[src/design/nfc_map.vh]
// Constants of the NAND host controller: command codes, ops, timing.
// Assumes a 10 ns clock; counts are derived from the times below.
`ifndef NFC_MAP_VH
`define NFC_MAP_VH

`define NFC_CLK_NS 10
`define NFC_CYC_MIN(ns) (((ns) + `NFC_CLK_NS - 1) / `NFC_CLK_NS)

// Strobe phases and waits, least times in ns
`define NFC_T_WP_NS 12
`define NFC_T_WH_NS 10
`define NFC_T_REA_NS 20
`define NFC_T_REH_NS 10
`define NFC_T_WB_NS 100
`define NFC_T_WW_NS 100

// Command codes of the defined set
`define NFC_CMD_READ1 8'h00
`define NFC_CMD_READ2 8'h30
`define NFC_CMD_PROG1 8'h80
`define NFC_CMD_PROG2 8'h10
`define NFC_CMD_ERASE1 8'h60
`define NFC_CMD_ERASE2 8'hd0
`define NFC_CMD_STATUS 8'h70
`define NFC_CMD_RESET 8'hff

// User operations
`define NFC_OP_RESET 3'h0
`define NFC_OP_STATUS 3'h1
`define NFC_OP_READ 3'h2
`define NFC_OP_PROG 3'h3
`define NFC_OP_ERASE 3'h4
`define NFC_OP_BADCHK 3'h5

// Status byte fields
`define NFC_ST_FAIL_BIT 0
`define NFC_ST_READY_BIT 6

// Address layout
`define NFC_COL_W 12
`define NFC_PAGE_W 6
`define NFC_ADDR_CYCLES 3'h5
`define NFC_ROW_FIRST 3'h2

// Usage limits
`define NFC_BAD_MARK 8'h00
`define NFC_PARTIAL_MAX 3'h4
`define NFC_ECC_MASK 9'h1ff
`define NFC_BLOCKS 2048
`define NFC_BLK_W 11

`endif

[src/design/nfc_fifo.v]
// Synchronous FIFO of flip-flops with valid/ready on both sides.
// Assumes one clock and an active-low reset already synchronised.
module nfc_fifo #(
  parameter W = 8,
  parameter D = 16,
  parameter AW = 4
) (
  input wire clk,
  input wire rst_n,
  input wire in_valid,
  output wire in_ready,
  input wire [W-1:0] in_data,
  output wire out_valid,
  input wire out_ready,
  output wire [W-1:0] out_data
);
  reg [W-1:0] mem_reg [0:D-1];
  reg [AW-1:0] wp_reg;
  reg [AW-1:0] rp_reg;
  reg [AW:0] cnt_reg;
  wire push;
  wire pop;

  assign in_ready = (cnt_reg != D[AW:0]);
  assign out_valid = (cnt_reg != {(AW+1){1'b0}});
  assign out_data = mem_reg[rp_reg];
  assign push = in_valid && in_ready;
  assign pop = out_valid && out_ready;

  always @(posedge clk) begin
    if (push) begin
      mem_reg[wp_reg] <= in_data;
    end
  end

  always @(posedge clk or negedge rst_n) begin
    if (!rst_n) begin
      wp_reg <= {AW{1'b0}};
      rp_reg <= {AW{1'b0}};
      cnt_reg <= {(AW+1){1'b0}};
    end else begin
      if (push) begin
        wp_reg <= (wp_reg == D[AW-1:0] - 1'b1) ? {AW{1'b0}} : wp_reg + 1'b1;
      end
      if (pop) begin
        rp_reg <= (rp_reg == D[AW-1:0] - 1'b1) ? {AW{1'b0}} : rp_reg + 1'b1;
      end
      if (push && !pop) begin
        cnt_reg <= cnt_reg + 1'b1;
      end else if (pop && !push) begin
        cnt_reg <= cnt_reg - 1'b1;
      end
    end
  end
endmodule // nfc_fifo

[src/design/nfc_host.v]
// Host controller for a parallel NAND flash on a multiplexed I/O bus.
// Assumes pin inputs synchronous to clk and an external ready/busy pull-up.
`include "nfc_map.vh"
module nfc_host #(
  parameter BLOCKS = `NFC_BLOCKS,
  parameter BLK_W = `NFC_BLK_W,
  parameter FIFO_DEPTH = 16,
  parameter FIFO_AW = 4
) (
  input wire clk,
  input wire nrst,
  input wire cmd_valid,
  output reg cmd_ready,
  input wire [2:0] cmd_op,
  input wire [BLK_W-1:0] cmd_block,
  input wire [5:0] cmd_page,
  input wire [11:0] cmd_col,
  input wire [11:0] cmd_len,
  input wire [7:0] wr_data,
  input wire wr_valid,
  output wire wr_ready,
  output reg [7:0] rd_data,
  output reg rd_valid,
  output reg rd_chunk_end,
  output reg done,
  output reg done_fail,
  output reg done_refused,
  output reg [7:0] done_status,
  output reg block_bad,
  output reg ce_n,
  output reg cle,
  output reg ale,
  output reg we_n,
  output reg output_strobe_n,
  output reg wp_n,
  output reg [7:0] io_out,
  output reg io_oe,
  input wire [7:0] io_in,
  input wire ready_busy_out
);
  // Counts worked out as integers, cut to the timer width on purpose
  localparam WLO_N = `NFC_CYC_MIN(`NFC_T_WP_NS);
  localparam WHI_N = `NFC_CYC_MIN(`NFC_T_WH_NS);
  localparam RLO_N = `NFC_CYC_MIN(`NFC_T_REA_NS) + 1;
  localparam RHI_N = `NFC_CYC_MIN(`NFC_T_REH_NS);
  localparam TWB_N = `NFC_CYC_MIN(`NFC_T_WB_NS);
  localparam TWW_N = `NFC_CYC_MIN(`NFC_T_WW_NS);
  localparam [7:0] WLO = WLO_N[7:0];
  localparam [7:0] WHI = WHI_N[7:0];
  localparam [7:0] RLO = RLO_N[7:0];
  localparam [7:0] RHI = RHI_N[7:0];
  localparam [7:0] TWB = TWB_N[7:0];
  localparam [7:0] TWW = TWW_N[7:0];

  localparam [2:0] ST_IDLE = 3'h0, ST_SEQ = 3'h1, ST_WLO = 3'h2,
    ST_WHI = 3'h3, ST_RLO = 3'h4, ST_RHI = 3'h5, ST_DLY = 3'h6,
    ST_BUSY = 3'h7;
  localparam [3:0] Q_C1 = 4'h0, Q_AD = 4'h1, Q_WD = 4'h2, Q_C2 = 4'h3,
    Q_BSY = 4'h4, Q_SC = 4'h5, Q_SR = 4'h6, Q_RD = 4'h7, Q_FIN = 4'h8;

  reg rs1_reg;
  reg rst_n;
  reg [2:0] st_reg;
  reg [3:0] seq_reg;
  reg [7:0] tmr_reg;
  reg [11:0] cnt_reg;
  reg dly_busy_reg;
  reg pre_reg;
  reg init_reg;
  reg [2:0] op_reg;
  reg [BLK_W-1:0] blk_reg;
  reg [5:0] page_reg;
  reg [11:0] col_reg;
  reg [11:0] len_reg;
  reg [7:0] stat_reg;
  reg pop_reg;
  reg bad_set_reg;
  reg [BLK_W-1:0] bad_idx_reg;
  reg [BLOCKS-1:0] bad_reg;
  reg pg_valid_reg;
  reg [BLK_W-1:0] pg_blk_reg;
  reg [5:0] pg_last_reg;
  reg [2:0] pg_cnt_reg;
  reg [7:0] addr_byte;
  reg [7:0] c1_code;
  reg [7:0] c2_code;
  reg refuse;
  wire [7:0] fifo_data;
  wire fifo_valid;
  wire [23:0] row;
  wire is_pe;
  wire cmd_pe;

  nfc_fifo #(.W(8), .D(FIFO_DEPTH), .AW(FIFO_AW)) u_fifo (
    .clk(clk),
    .rst_n(rst_n),
    .in_valid(wr_valid),
    .in_ready(wr_ready),
    .in_data(wr_data),
    .out_valid(fifo_valid),
    .out_ready(pop_reg),
    .out_data(fifo_data)
  );

  always @(posedge clk or negedge nrst) begin
    if (!nrst) begin
      rs1_reg <= 1'b0;
      rst_n <= 1'b0;
    end else begin
      rs1_reg <= 1'b1;
      rst_n <= rs1_reg;
    end
  end

  // Bad block table, one flip-flop per block
  genvar gi;
  generate
    for (gi = 0; gi < BLOCKS; gi = gi + 1) begin : g_bad
      localparam [BLK_W-1:0] IDX = gi;
      always @(posedge clk or negedge rst_n) begin
        if (!rst_n) begin
          bad_reg[gi] <= 1'b0;
        end else if (bad_set_reg && bad_idx_reg == IDX) begin
          bad_reg[gi] <= 1'b1;
        end
      end
    end
  endgenerate

  // Block and page need more than two row bytes; third row cycle used
  assign row = {{(24-BLK_W-6){1'b0}}, blk_reg, page_reg};
  assign is_pe = (op_reg == `NFC_OP_PROG) || (op_reg == `NFC_OP_ERASE);
  assign cmd_pe = (cmd_op == `NFC_OP_PROG) || (cmd_op == `NFC_OP_ERASE);

  always @* begin
    case (cnt_reg[2:0])
      3'h0: addr_byte = col_reg[7:0];
      3'h1: addr_byte = {4'h0, col_reg[11:8]};
      3'h2: addr_byte = row[7:0];
      3'h3: addr_byte = row[15:8];
      3'h4: addr_byte = row[23:16];
      default: addr_byte = 8'h00;
    endcase
    case (op_reg)
      `NFC_OP_RESET: c1_code = `NFC_CMD_RESET;
      `NFC_OP_PROG: c1_code = `NFC_CMD_PROG1;
      `NFC_OP_ERASE: c1_code = `NFC_CMD_ERASE1;
      default: c1_code = `NFC_CMD_READ1;
    endcase
    case (op_reg)
      `NFC_OP_PROG: c2_code = `NFC_CMD_PROG2;
      `NFC_OP_ERASE: c2_code = `NFC_CMD_ERASE2;
      default: c2_code = `NFC_CMD_READ2;
    endcase
    refuse = 1'b0;
    if (cmd_op > `NFC_OP_BADCHK) begin
      refuse = 1'b1;
    end
    if (cmd_pe && bad_reg[cmd_block]) begin
      refuse = 1'b1;
    end
    if ((cmd_op == `NFC_OP_PROG || cmd_op == `NFC_OP_READ) &&
        cmd_len == 12'h000) begin
      refuse = 1'b1;
    end
    if (cmd_op == `NFC_OP_PROG && pg_valid_reg &&
        cmd_block == pg_blk_reg) begin
      if (cmd_page < pg_last_reg) begin
        refuse = 1'b1;
      end
      if (cmd_page == pg_last_reg && pg_cnt_reg >= `NFC_PARTIAL_MAX) begin
        refuse = 1'b1;
      end
    end
  end

  always @(posedge clk or negedge rst_n) begin
    if (!rst_n) begin
      st_reg <= ST_SEQ;
      seq_reg <= Q_C1;
      tmr_reg <= 8'h00;
      cnt_reg <= 12'h000;
      dly_busy_reg <= 1'b0;
      pre_reg <= 1'b0;
      init_reg <= 1'b1;
      op_reg <= `NFC_OP_RESET;
      blk_reg <= {BLK_W{1'b0}};
      page_reg <= 6'h00;
      col_reg <= 12'h000;
      len_reg <= 12'h000;
      stat_reg <= 8'h00;
      pop_reg <= 1'b0;
      bad_set_reg <= 1'b0;
      bad_idx_reg <= {BLK_W{1'b0}};
      pg_valid_reg <= 1'b0;
      pg_blk_reg <= {BLK_W{1'b0}};
      pg_last_reg <= 6'h00;
      pg_cnt_reg <= 3'h0;
      cmd_ready <= 1'b0;
      rd_data <= 8'h00;
      rd_valid <= 1'b0;
      rd_chunk_end <= 1'b0;
      done <= 1'b0;
      done_fail <= 1'b0;
      done_refused <= 1'b0;
      done_status <= 8'h00;
      block_bad <= 1'b0;
      ce_n <= 1'b1;
      cle <= 1'b0;
      ale <= 1'b0;
      we_n <= 1'b1;
      output_strobe_n <= 1'b1;
      wp_n <= 1'b0;
      io_out <= 8'h00;
      io_oe <= 1'b0;
    end else begin
      pop_reg <= 1'b0;
      bad_set_reg <= 1'b0;
      rd_valid <= 1'b0;
      rd_chunk_end <= 1'b0;
      done <= 1'b0;
      case (st_reg)
        ST_IDLE: begin
          ce_n <= 1'b1;
          if (cmd_valid && cmd_ready) begin
            if (refuse) begin
              done <= 1'b1;
              done_fail <= 1'b0;
              done_refused <= 1'b1;
            end else begin
              cmd_ready <= 1'b0;
              ce_n <= 1'b0;
              op_reg <= cmd_op;
              blk_reg <= cmd_block;
              page_reg <= cmd_page;
              col_reg <= cmd_col;
              len_reg <= (cmd_op == `NFC_OP_BADCHK) ? 12'h001 : cmd_len;
              if (cmd_op == `NFC_OP_STATUS) begin
                seq_reg <= Q_SC;
                st_reg <= ST_SEQ;
              end else if (cmd_op == `NFC_OP_RESET) begin
                seq_reg <= Q_C1;
                st_reg <= ST_SEQ;
              end else begin
                // Write-protect setup time before the first latch
                wp_n <= cmd_pe;
                pre_reg <= 1'b1;
                dly_busy_reg <= 1'b1;
                tmr_reg <= TWW - 8'h01;
                st_reg <= ST_DLY;
              end
            end
          end
        end
        ST_SEQ: begin
          ce_n <= 1'b0;
          case (seq_reg)
            Q_C1: begin
              io_out <= c1_code;
              io_oe <= 1'b1;
              cle <= 1'b1;
              we_n <= 1'b0;
              tmr_reg <= WLO - 8'h01;
              st_reg <= ST_WLO;
              if (op_reg == `NFC_OP_RESET) begin
                seq_reg <= Q_BSY;
              end else begin
                seq_reg <= Q_AD;
                cnt_reg <= (op_reg == `NFC_OP_ERASE) ?
                  {9'h000, `NFC_ROW_FIRST} : 12'h000;
              end
            end
            Q_AD: begin
              io_out <= addr_byte;
              io_oe <= 1'b1;
              ale <= 1'b1;
              we_n <= 1'b0;
              tmr_reg <= WLO - 8'h01;
              st_reg <= ST_WLO;
              cnt_reg <= cnt_reg + 12'h001;
              if (cnt_reg[2:0] == `NFC_ADDR_CYCLES - 3'h1) begin
                cnt_reg <= 12'h000;
                seq_reg <= (op_reg == `NFC_OP_PROG) ? Q_WD : Q_C2;
              end
            end
            Q_WD: begin
              // Stalls here while the FIFO is empty
              if (fifo_valid) begin
                pop_reg <= 1'b1;
                io_out <= fifo_data;
                io_oe <= 1'b1;
                we_n <= 1'b0;
                tmr_reg <= WLO - 8'h01;
                st_reg <= ST_WLO;
                cnt_reg <= cnt_reg + 12'h001;
                if (cnt_reg == len_reg - 12'h001) begin
                  seq_reg <= Q_C2;
                end
              end
            end
            Q_C2: begin
              io_out <= c2_code;
              io_oe <= 1'b1;
              cle <= 1'b1;
              we_n <= 1'b0;
              tmr_reg <= WLO - 8'h01;
              st_reg <= ST_WLO;
              seq_reg <= Q_BSY;
            end
            Q_BSY: begin
              // Busy only shows after the write-to-busy delay
              pre_reg <= 1'b0;
              dly_busy_reg <= 1'b1;
              tmr_reg <= TWB - 8'h01;
              st_reg <= ST_DLY;
            end
            Q_SC: begin
              io_out <= `NFC_CMD_STATUS;
              io_oe <= 1'b1;
              cle <= 1'b1;
              we_n <= 1'b0;
              tmr_reg <= WLO - 8'h01;
              st_reg <= ST_WLO;
              seq_reg <= Q_SR;
            end
            Q_SR, Q_RD: begin
              output_strobe_n <= 1'b0;
              tmr_reg <= RLO - 8'h01;
              st_reg <= ST_RLO;
            end
            default: begin
              cmd_ready <= 1'b1;
              wp_n <= 1'b0;
              st_reg <= ST_IDLE;
              init_reg <= 1'b0;
              cnt_reg <= 12'h000;
              if (!init_reg) begin
                done <= 1'b1;
                done_refused <= 1'b0;
                done_status <= stat_reg;
                done_fail <= is_pe && stat_reg[`NFC_ST_FAIL_BIT];
              end
              if (is_pe && stat_reg[`NFC_ST_FAIL_BIT]) begin
                bad_set_reg <= 1'b1;
                bad_idx_reg <= blk_reg;
              end
              if (op_reg == `NFC_OP_PROG) begin
                pg_valid_reg <= 1'b1;
                pg_blk_reg <= blk_reg;
                pg_last_reg <= page_reg;
                pg_cnt_reg <= (pg_valid_reg && blk_reg == pg_blk_reg &&
                  page_reg == pg_last_reg) ? pg_cnt_reg + 3'h1 : 3'h1;
              end
              if (op_reg == `NFC_OP_ERASE && blk_reg == pg_blk_reg) begin
                pg_valid_reg <= 1'b0;
              end
            end
          endcase
        end
        ST_WLO: begin
          if (tmr_reg != 8'h00) begin
            tmr_reg <= tmr_reg - 8'h01;
          end else begin
            we_n <= 1'b1;
            tmr_reg <= WHI - 8'h01;
            st_reg <= ST_WHI;
          end
        end
        ST_WHI: begin
          if (tmr_reg != 8'h00) begin
            tmr_reg <= tmr_reg - 8'h01;
          end else begin
            cle <= 1'b0;
            ale <= 1'b0;
            io_oe <= 1'b0;
            st_reg <= ST_SEQ;
          end
        end
        ST_RLO: begin
          if (tmr_reg != 8'h00) begin
            tmr_reg <= tmr_reg - 8'h01;
          end else begin
            output_strobe_n <= 1'b1;
            tmr_reg <= RHI - 8'h01;
            st_reg <= ST_RHI;
            if (seq_reg == Q_SR) begin
              stat_reg <= io_in;
              seq_reg <= Q_FIN;
            end else begin
              cnt_reg <= cnt_reg + 12'h001;
              if (cnt_reg == len_reg - 12'h001) begin
                seq_reg <= Q_FIN;
              end
              if (op_reg == `NFC_OP_BADCHK) begin
                block_bad <= (io_in == `NFC_BAD_MARK);
                bad_set_reg <= (io_in == `NFC_BAD_MARK);
                bad_idx_reg <= blk_reg;
              end else begin
                rd_data <= io_in;
                rd_valid <= 1'b1;
                rd_chunk_end <= (cnt_reg[8:0] == `NFC_ECC_MASK) ||
                  (cnt_reg == len_reg - 12'h001);
              end
            end
          end
        end
        ST_RHI: begin
          if (tmr_reg != 8'h00) begin
            tmr_reg <= tmr_reg - 8'h01;
          end else begin
            st_reg <= ST_SEQ;
          end
        end
        ST_DLY: begin
          if (tmr_reg != 8'h00) begin
            tmr_reg <= tmr_reg - 8'h01;
          end else if (dly_busy_reg) begin
            st_reg <= ST_BUSY;
          end else begin
            st_reg <= ST_SEQ;
          end
        end
        default: begin
          // Open-drain line: low while the device works
          if (ready_busy_out) begin
            st_reg <= ST_SEQ;
            if (pre_reg) begin
              pre_reg <= 1'b0;
              seq_reg <= Q_C1;
            end else if (is_pe) begin
              seq_reg <= Q_SC;
            end else if (op_reg == `NFC_OP_RESET) begin
              stat_reg <= 8'h00;
              seq_reg <= Q_FIN;
            end else begin
              cnt_reg <= 12'h000;
              seq_reg <= Q_RD;
            end
          end
        end
      endcase
    end
  end
endmodule // nfc_host

[config.mk]
export PLATFORM = sky130hd
export DESIGN_NAME = nfc_host
export DESIGN_NICKNAME = d
export VERILOG_FILES = /design/src/design/nfc_fifo.v /design/src/design/nfc_host.v
export VERILOG_INCLUDE_DIRS = /design/src /design/src/design
export SDC_FILE = /design/constraint.sdc
export NUM_CORES = 2
export LEC_CHECK = 0
export BUFFER_PORTS_ARGS = -buffer_cell sky130_fd_sc_hd__buf_2
export CAP_MARGIN = 20
export CORE_ASPECT_RATIO = 0.8
export CORE_MARGIN = 5
export CORE_UTILIZATION = 55
export DETAILED_ROUTE_END_ITERATION = 10
export GPL_TIMING_DRIVEN = 0
export HOLD_SLACK_MARGIN = 0.06
export PLACE_DENSITY_LB_ADDON = 0.1
export SLEW_MARGIN = 20
export SYNTH_ARGS = -nofsm -noshare
export SYNTH_HDL_FRONTEND = slang
export SYNTH_SLANG_ARGS = --single-unit
[constraint.sdc]
create_clock -name clk -period 98.1 [get_ports clk]
set_input_delay 19.62 -clock clk [delete_from_list [all_inputs] [get_ports clk]]
set_output_delay 19.62 -clock clk [all_outputs]
set_load 0.02 [all_outputs]
==> results.rst <==
.. list-table::
   :header-rows: 1

   * - Metric
     - Value
   * - Result of the run
     - finished clean
   * - Transition at the pin with the smallest max-transition slack
     - 1.34 ns
   * - Endpoint type of the worst setup path
     - flip-flop
   * - Final setup violating endpoints
     - 0
   * - Part of the Yosys area used for sequential elements
     - 59.2%
   * - All-Layer GR Usage
     - 47.4%
   * - Simple logic cell fraction of the synthesized area
     - 4.10%
   * - Endpoint of the worst-slack reg-to-reg timing path
     - tmr_reg[1]
   * - Mean routed wirelength per cell
     - 43.7 um
   * - CTS buffer count
     - 225
   * - Later-pin clock latency in the skew report
     - 0.90 ns
   * - Setup TNS
     - 0 ns
   * - Site row count
     - 140
   * - Category of the most critical setup path
     - in -> reg
   * - Fraction of layout instances using a drive strength above 1
     - 18.6%
   * - Largest family of logic cells by synthesized area
     - compound AO/OA/AOI/OAI gates
   * - XOR/XNOR share of the synthesized area
     - 0.446%
   * - GRT Residual Overflow
     - 0
   * - Vias after detailed routing
     - 75600
   * - Maximum achievable frequency
     - 37.5 MHz
   * - FFs w/ async S/R, synth
     - 94.5%
   * - Final Hold Vio Count
     - 0
   * - Worst reg2reg startpoint
     - bad_reg[1079]
   * - Final max-slew violation count
     - 0
   * - Number of antenna violations at the first check in global routing
     - 48
   * - Startpoint type of the worst setup path
     - input port
   * - Synthesized flop and latch total
     - 2345
   * - Critical-path maximum fanout
     - 14
   * - Slew Limit Headroom
     - 10.4%
   * - Number of buffers on the longest clock path
     - 3
   * - Number of global-route vias before repair
     - 71900
   * - Sequential group share of total power
     - 45.0%
   * - Combinational cell fraction of total power
     - 14.3%
   * - Cell at the root of the clock tree
     - sky130_fd_sc_hd__clkbuf_16
   * - DP HPWL
     - 318000 um
   * - Number of DRC markers after the initial detailed-route iteration
     - 11300
   * - Initial Util
     - 55.2%
   * - Clock sinks
     - 2345
   * - Count of TritonRoute iterations in the first routing pass
     - 7
   * - Die W
     - 487 um
   * - Crit path to
     - tmr_reg[1]
   * - Fin nets
     - 7765
   * - Utilization after layout
     - 62.8%
   * - Compound-cell area share of the yosys netlist
     - 18.6%
   * - CTS HTree Levels
     - 4
   * - Number of nets still failing antenna checks after routing
     - 0
   * - Synth unique cells
     - 86
   * - Count of port buffers added during placement
     - 95
   * - Cell count after synthesis
     - 7246
   * - Top-level I/O count
     - 104
   * - Most common flop cell mapped by yosys
     - sky130_fd_sc_hd__dfrtp_1
   * - Multiplexer fraction of the synthesized cell area
     - 14.8%
   * - CTS resizes
     - 0
   * - Max-cap check violation count
     - 0
   * - Slack of the worst reg-to-reg path
     - 92.34 ns
   * - Post-detailed-route DRC marker count
     - 0
   * - Largest net degree at the start of global routing
     - 60
   * - Switching fraction of total power
     - 29.0%
   * - Routability Congestion
     - 1.08
   * - FF-to-FF path depth
     - 11
   * - Placeable core area
     - 182000 um2
   * - Area of the die
     - 191000 um2
   * - Final Cycle Share
     - 27.2%
   * - Unrepaired setup endpoints after global routing
     - no
   * - Max reg flops
     - 2048
   * - Final critical path time including I/O delays and setup
     - 26.70 ns
   * - Signal arrival time at the worst endpoint
     - 27.48 ns
   * - Number of flops mapped to enable cells by yosys
     - 128
   * - First-pass GRT wire length
     - 612000 um
   * - Total setup buffers inserted after CTS
     - 0
   * - Most frequent standard cell in the layout excluding fill and tap cells
     - sky130_fd_sc_hd__dfrtp_1
   * - Die Y-Extent
     - 392 um
   * - Routed wire length
     - 452000 um
   * - Net switching power
     - 667 uW
   * - Post-Synthesis Cell Area
     - 100000 um2
   * - Post-place setup slack
     - 71.16 ns
   * - Total internal power
     - 1630 uW
   * - Final setup slack of the worst path
     - 71.40 ns
   * - Synth-to-layout area growth
     - 13.9%
   * - Commonest cells after routing, fill and taps aside
     - sky130_fd_sc_hd__dfrtp_1 (2211), sky130_fd_sc_hd__o21bai_1 (1673), sky130_fd_sc_hd__mux4_2 (499)
   * - Syn Nets
     - 7336
   * - Static leakage
     - 0.0534 uW
   * - Critical path data required time
     - 98.88 ns
   * - Cell area power density
     - 20.2 nW/um2
   * - Clk_skew
     - 0.0399 ns
   * - Adder-Cell Fraction of Synth Area
     - 0.320%
   * - Average via count per standard cell
     - 7.31
   * - Origin of the worst setup path
     - cmd_block[2]
   * - Mean instance size in the synthesized netlist
     - 13.8 um2
   * - TritonCTS clock tree
     - built
   * - Peak supply drop
     - 0.0164 mV
   * - Relative contribution of the clock network to total power
     - 40.7%
   * - Synthesis Warnings
     - 0
   * - Clock-pin transition on the worst setup and hold timing paths
     - 0.07 ns
   * - Total of hold buffers inserted after clock tree synthesis
     - 0
   * - Type of the tightest min-delay check
     - reg -> reg
synth_stat cells (66+ instances only):
cell                       instances  area (um2)
sky130_fd_sc_hd__o21ai_0         110         551
sky130_fd_sc_hd__mux4_2          499       11200
sky130_fd_sc_hd__a22oi_1          66         495
sky130_fd_sc_hd__nand2_1         420        1580
sky130_fd_sc_hd__buf_2            67         335
sky130_fd_sc_hd__clkbuf_1        342        1280
sky130_fd_sc_hd__mux2i_1         237        2370
sky130_fd_sc_hd__nor2_1          167         627
sky130_fd_sc_hd__mux2_2           79         890
sky130_fd_sc_hd__edfxtp_1        128        3840
sky130_fd_sc_hd__o21bai_1       1673       12600
sky130_fd_sc_hd__buf_4            68         510
sky130_fd_sc_hd__a21o_1          386        2900
sky130_fd_sc_hd__a21oi_1          66         330
sky130_fd_sc_hd__dfrtp_1        2212       55400
critical path, cell delays in order:
cell and delay, ns:
sky130_fd_sc_hd__buf_2 0.50, sky130_fd_sc_hd__buf_2 0.72, sky130_fd_sc_hd__buf_2 0.71, sky130_fd_sc_hd__buf_2 0.95, sky130_fd_sc_hd__buf_2 0.92, sky130_fd_sc_hd__buf_2 0.74, sky130_fd_sc_hd__nand2_1 0.12, sky130_fd_sc_hd__a31oi_1 0.24
sky130_fd_sc_hd__o31ai_2 0.23, sky130_fd_sc_hd__nor2_1 0.59, sky130_fd_sc_hd__a221oi_1 0.20, sky130_fd_sc_hd__a41o_1 0.44, sky130_fd_sc_hd__o211ai_1 0.62, sky130_fd_sc_hd__o21a_1 0.41, sky130_fd_sc_hd__mux2_1 0.36
how the worst min path moves through the flow:
stage | startpoint | endpoint | slack, ns | depth (start not counted)
2_1_floorplan | rs1_reg | rst_n | 0.33 | 0
3_3_place_gp | rs1_reg | rst_n | 0.34 | 0
3_5_place_dp | rs1_reg | rst_n | 0.34 | 0
4_1_cts | rs1_reg | rst_n | 0.36 | 0
5_1_grt | rs1_reg | rst_n | 0.37 | 0
6_report | rs1_reg | rst_n | 0.35 | 0
layout make-up:
type / instances / area [um2]
sequential: 2345 / 59300
buffer: 518 / 2530
inverter: 31 / 116
antenna: 62 / 155
clock buffer: 334 / 6680
multi-input combinational: 4352 / 38600
clock inverter: 81 / 1170
timing repair buffer: 202 / 2510
fill: 13800 / 67500
tap: 2414 / 3020
per-stage QoR:
step	total power [uW]	hold WS (ns)	instances	area [um2]
after global routing	2350	0.366	10300	114000
after CTS	2280	0.355	10300	114000
after global placement	1350	0.337	9755	104000
after detailed placement	1360	0.341	9860	106000
final	2300	0.350	10300	114000
after floorplan	1220	0.331	7246	100000
per-layer routing:
metal	GRT usage, %	share of wire (%)
met1	63.4	38
met2	58.2	38
met3	29.1	18
met4	26.7	6.8
met5	2.70	0.28
power groups by stage:
stage | Combinational [uW] | Sequential, uW | Clock, uW
finish | 328 | 1030 | 937
global route | 339 | 1040 | 971
CTS | 313 | 1030 | 932
detailed placement | 311 | 1050 | 0
global placement | 277 | 1070 | 0
floorplan | 156 | 1060 | 0
kinds of logic (layout without fill, tap and decap cells):
group | count (synthesis) | in the layout
AOI/OAI and AO/OA | 2531 | 2531
xor gates and xnor gates | 51 | 51
adders and majority gates | 25 | 25
buffers and inverters | 549 | 1166
DFF | 2345 | 2345
muxes | 844 | 844
other | 1 | 63
and+or+nand+nor | 900 | 900
No activity file was read; power rests on OpenSTA's default activity.
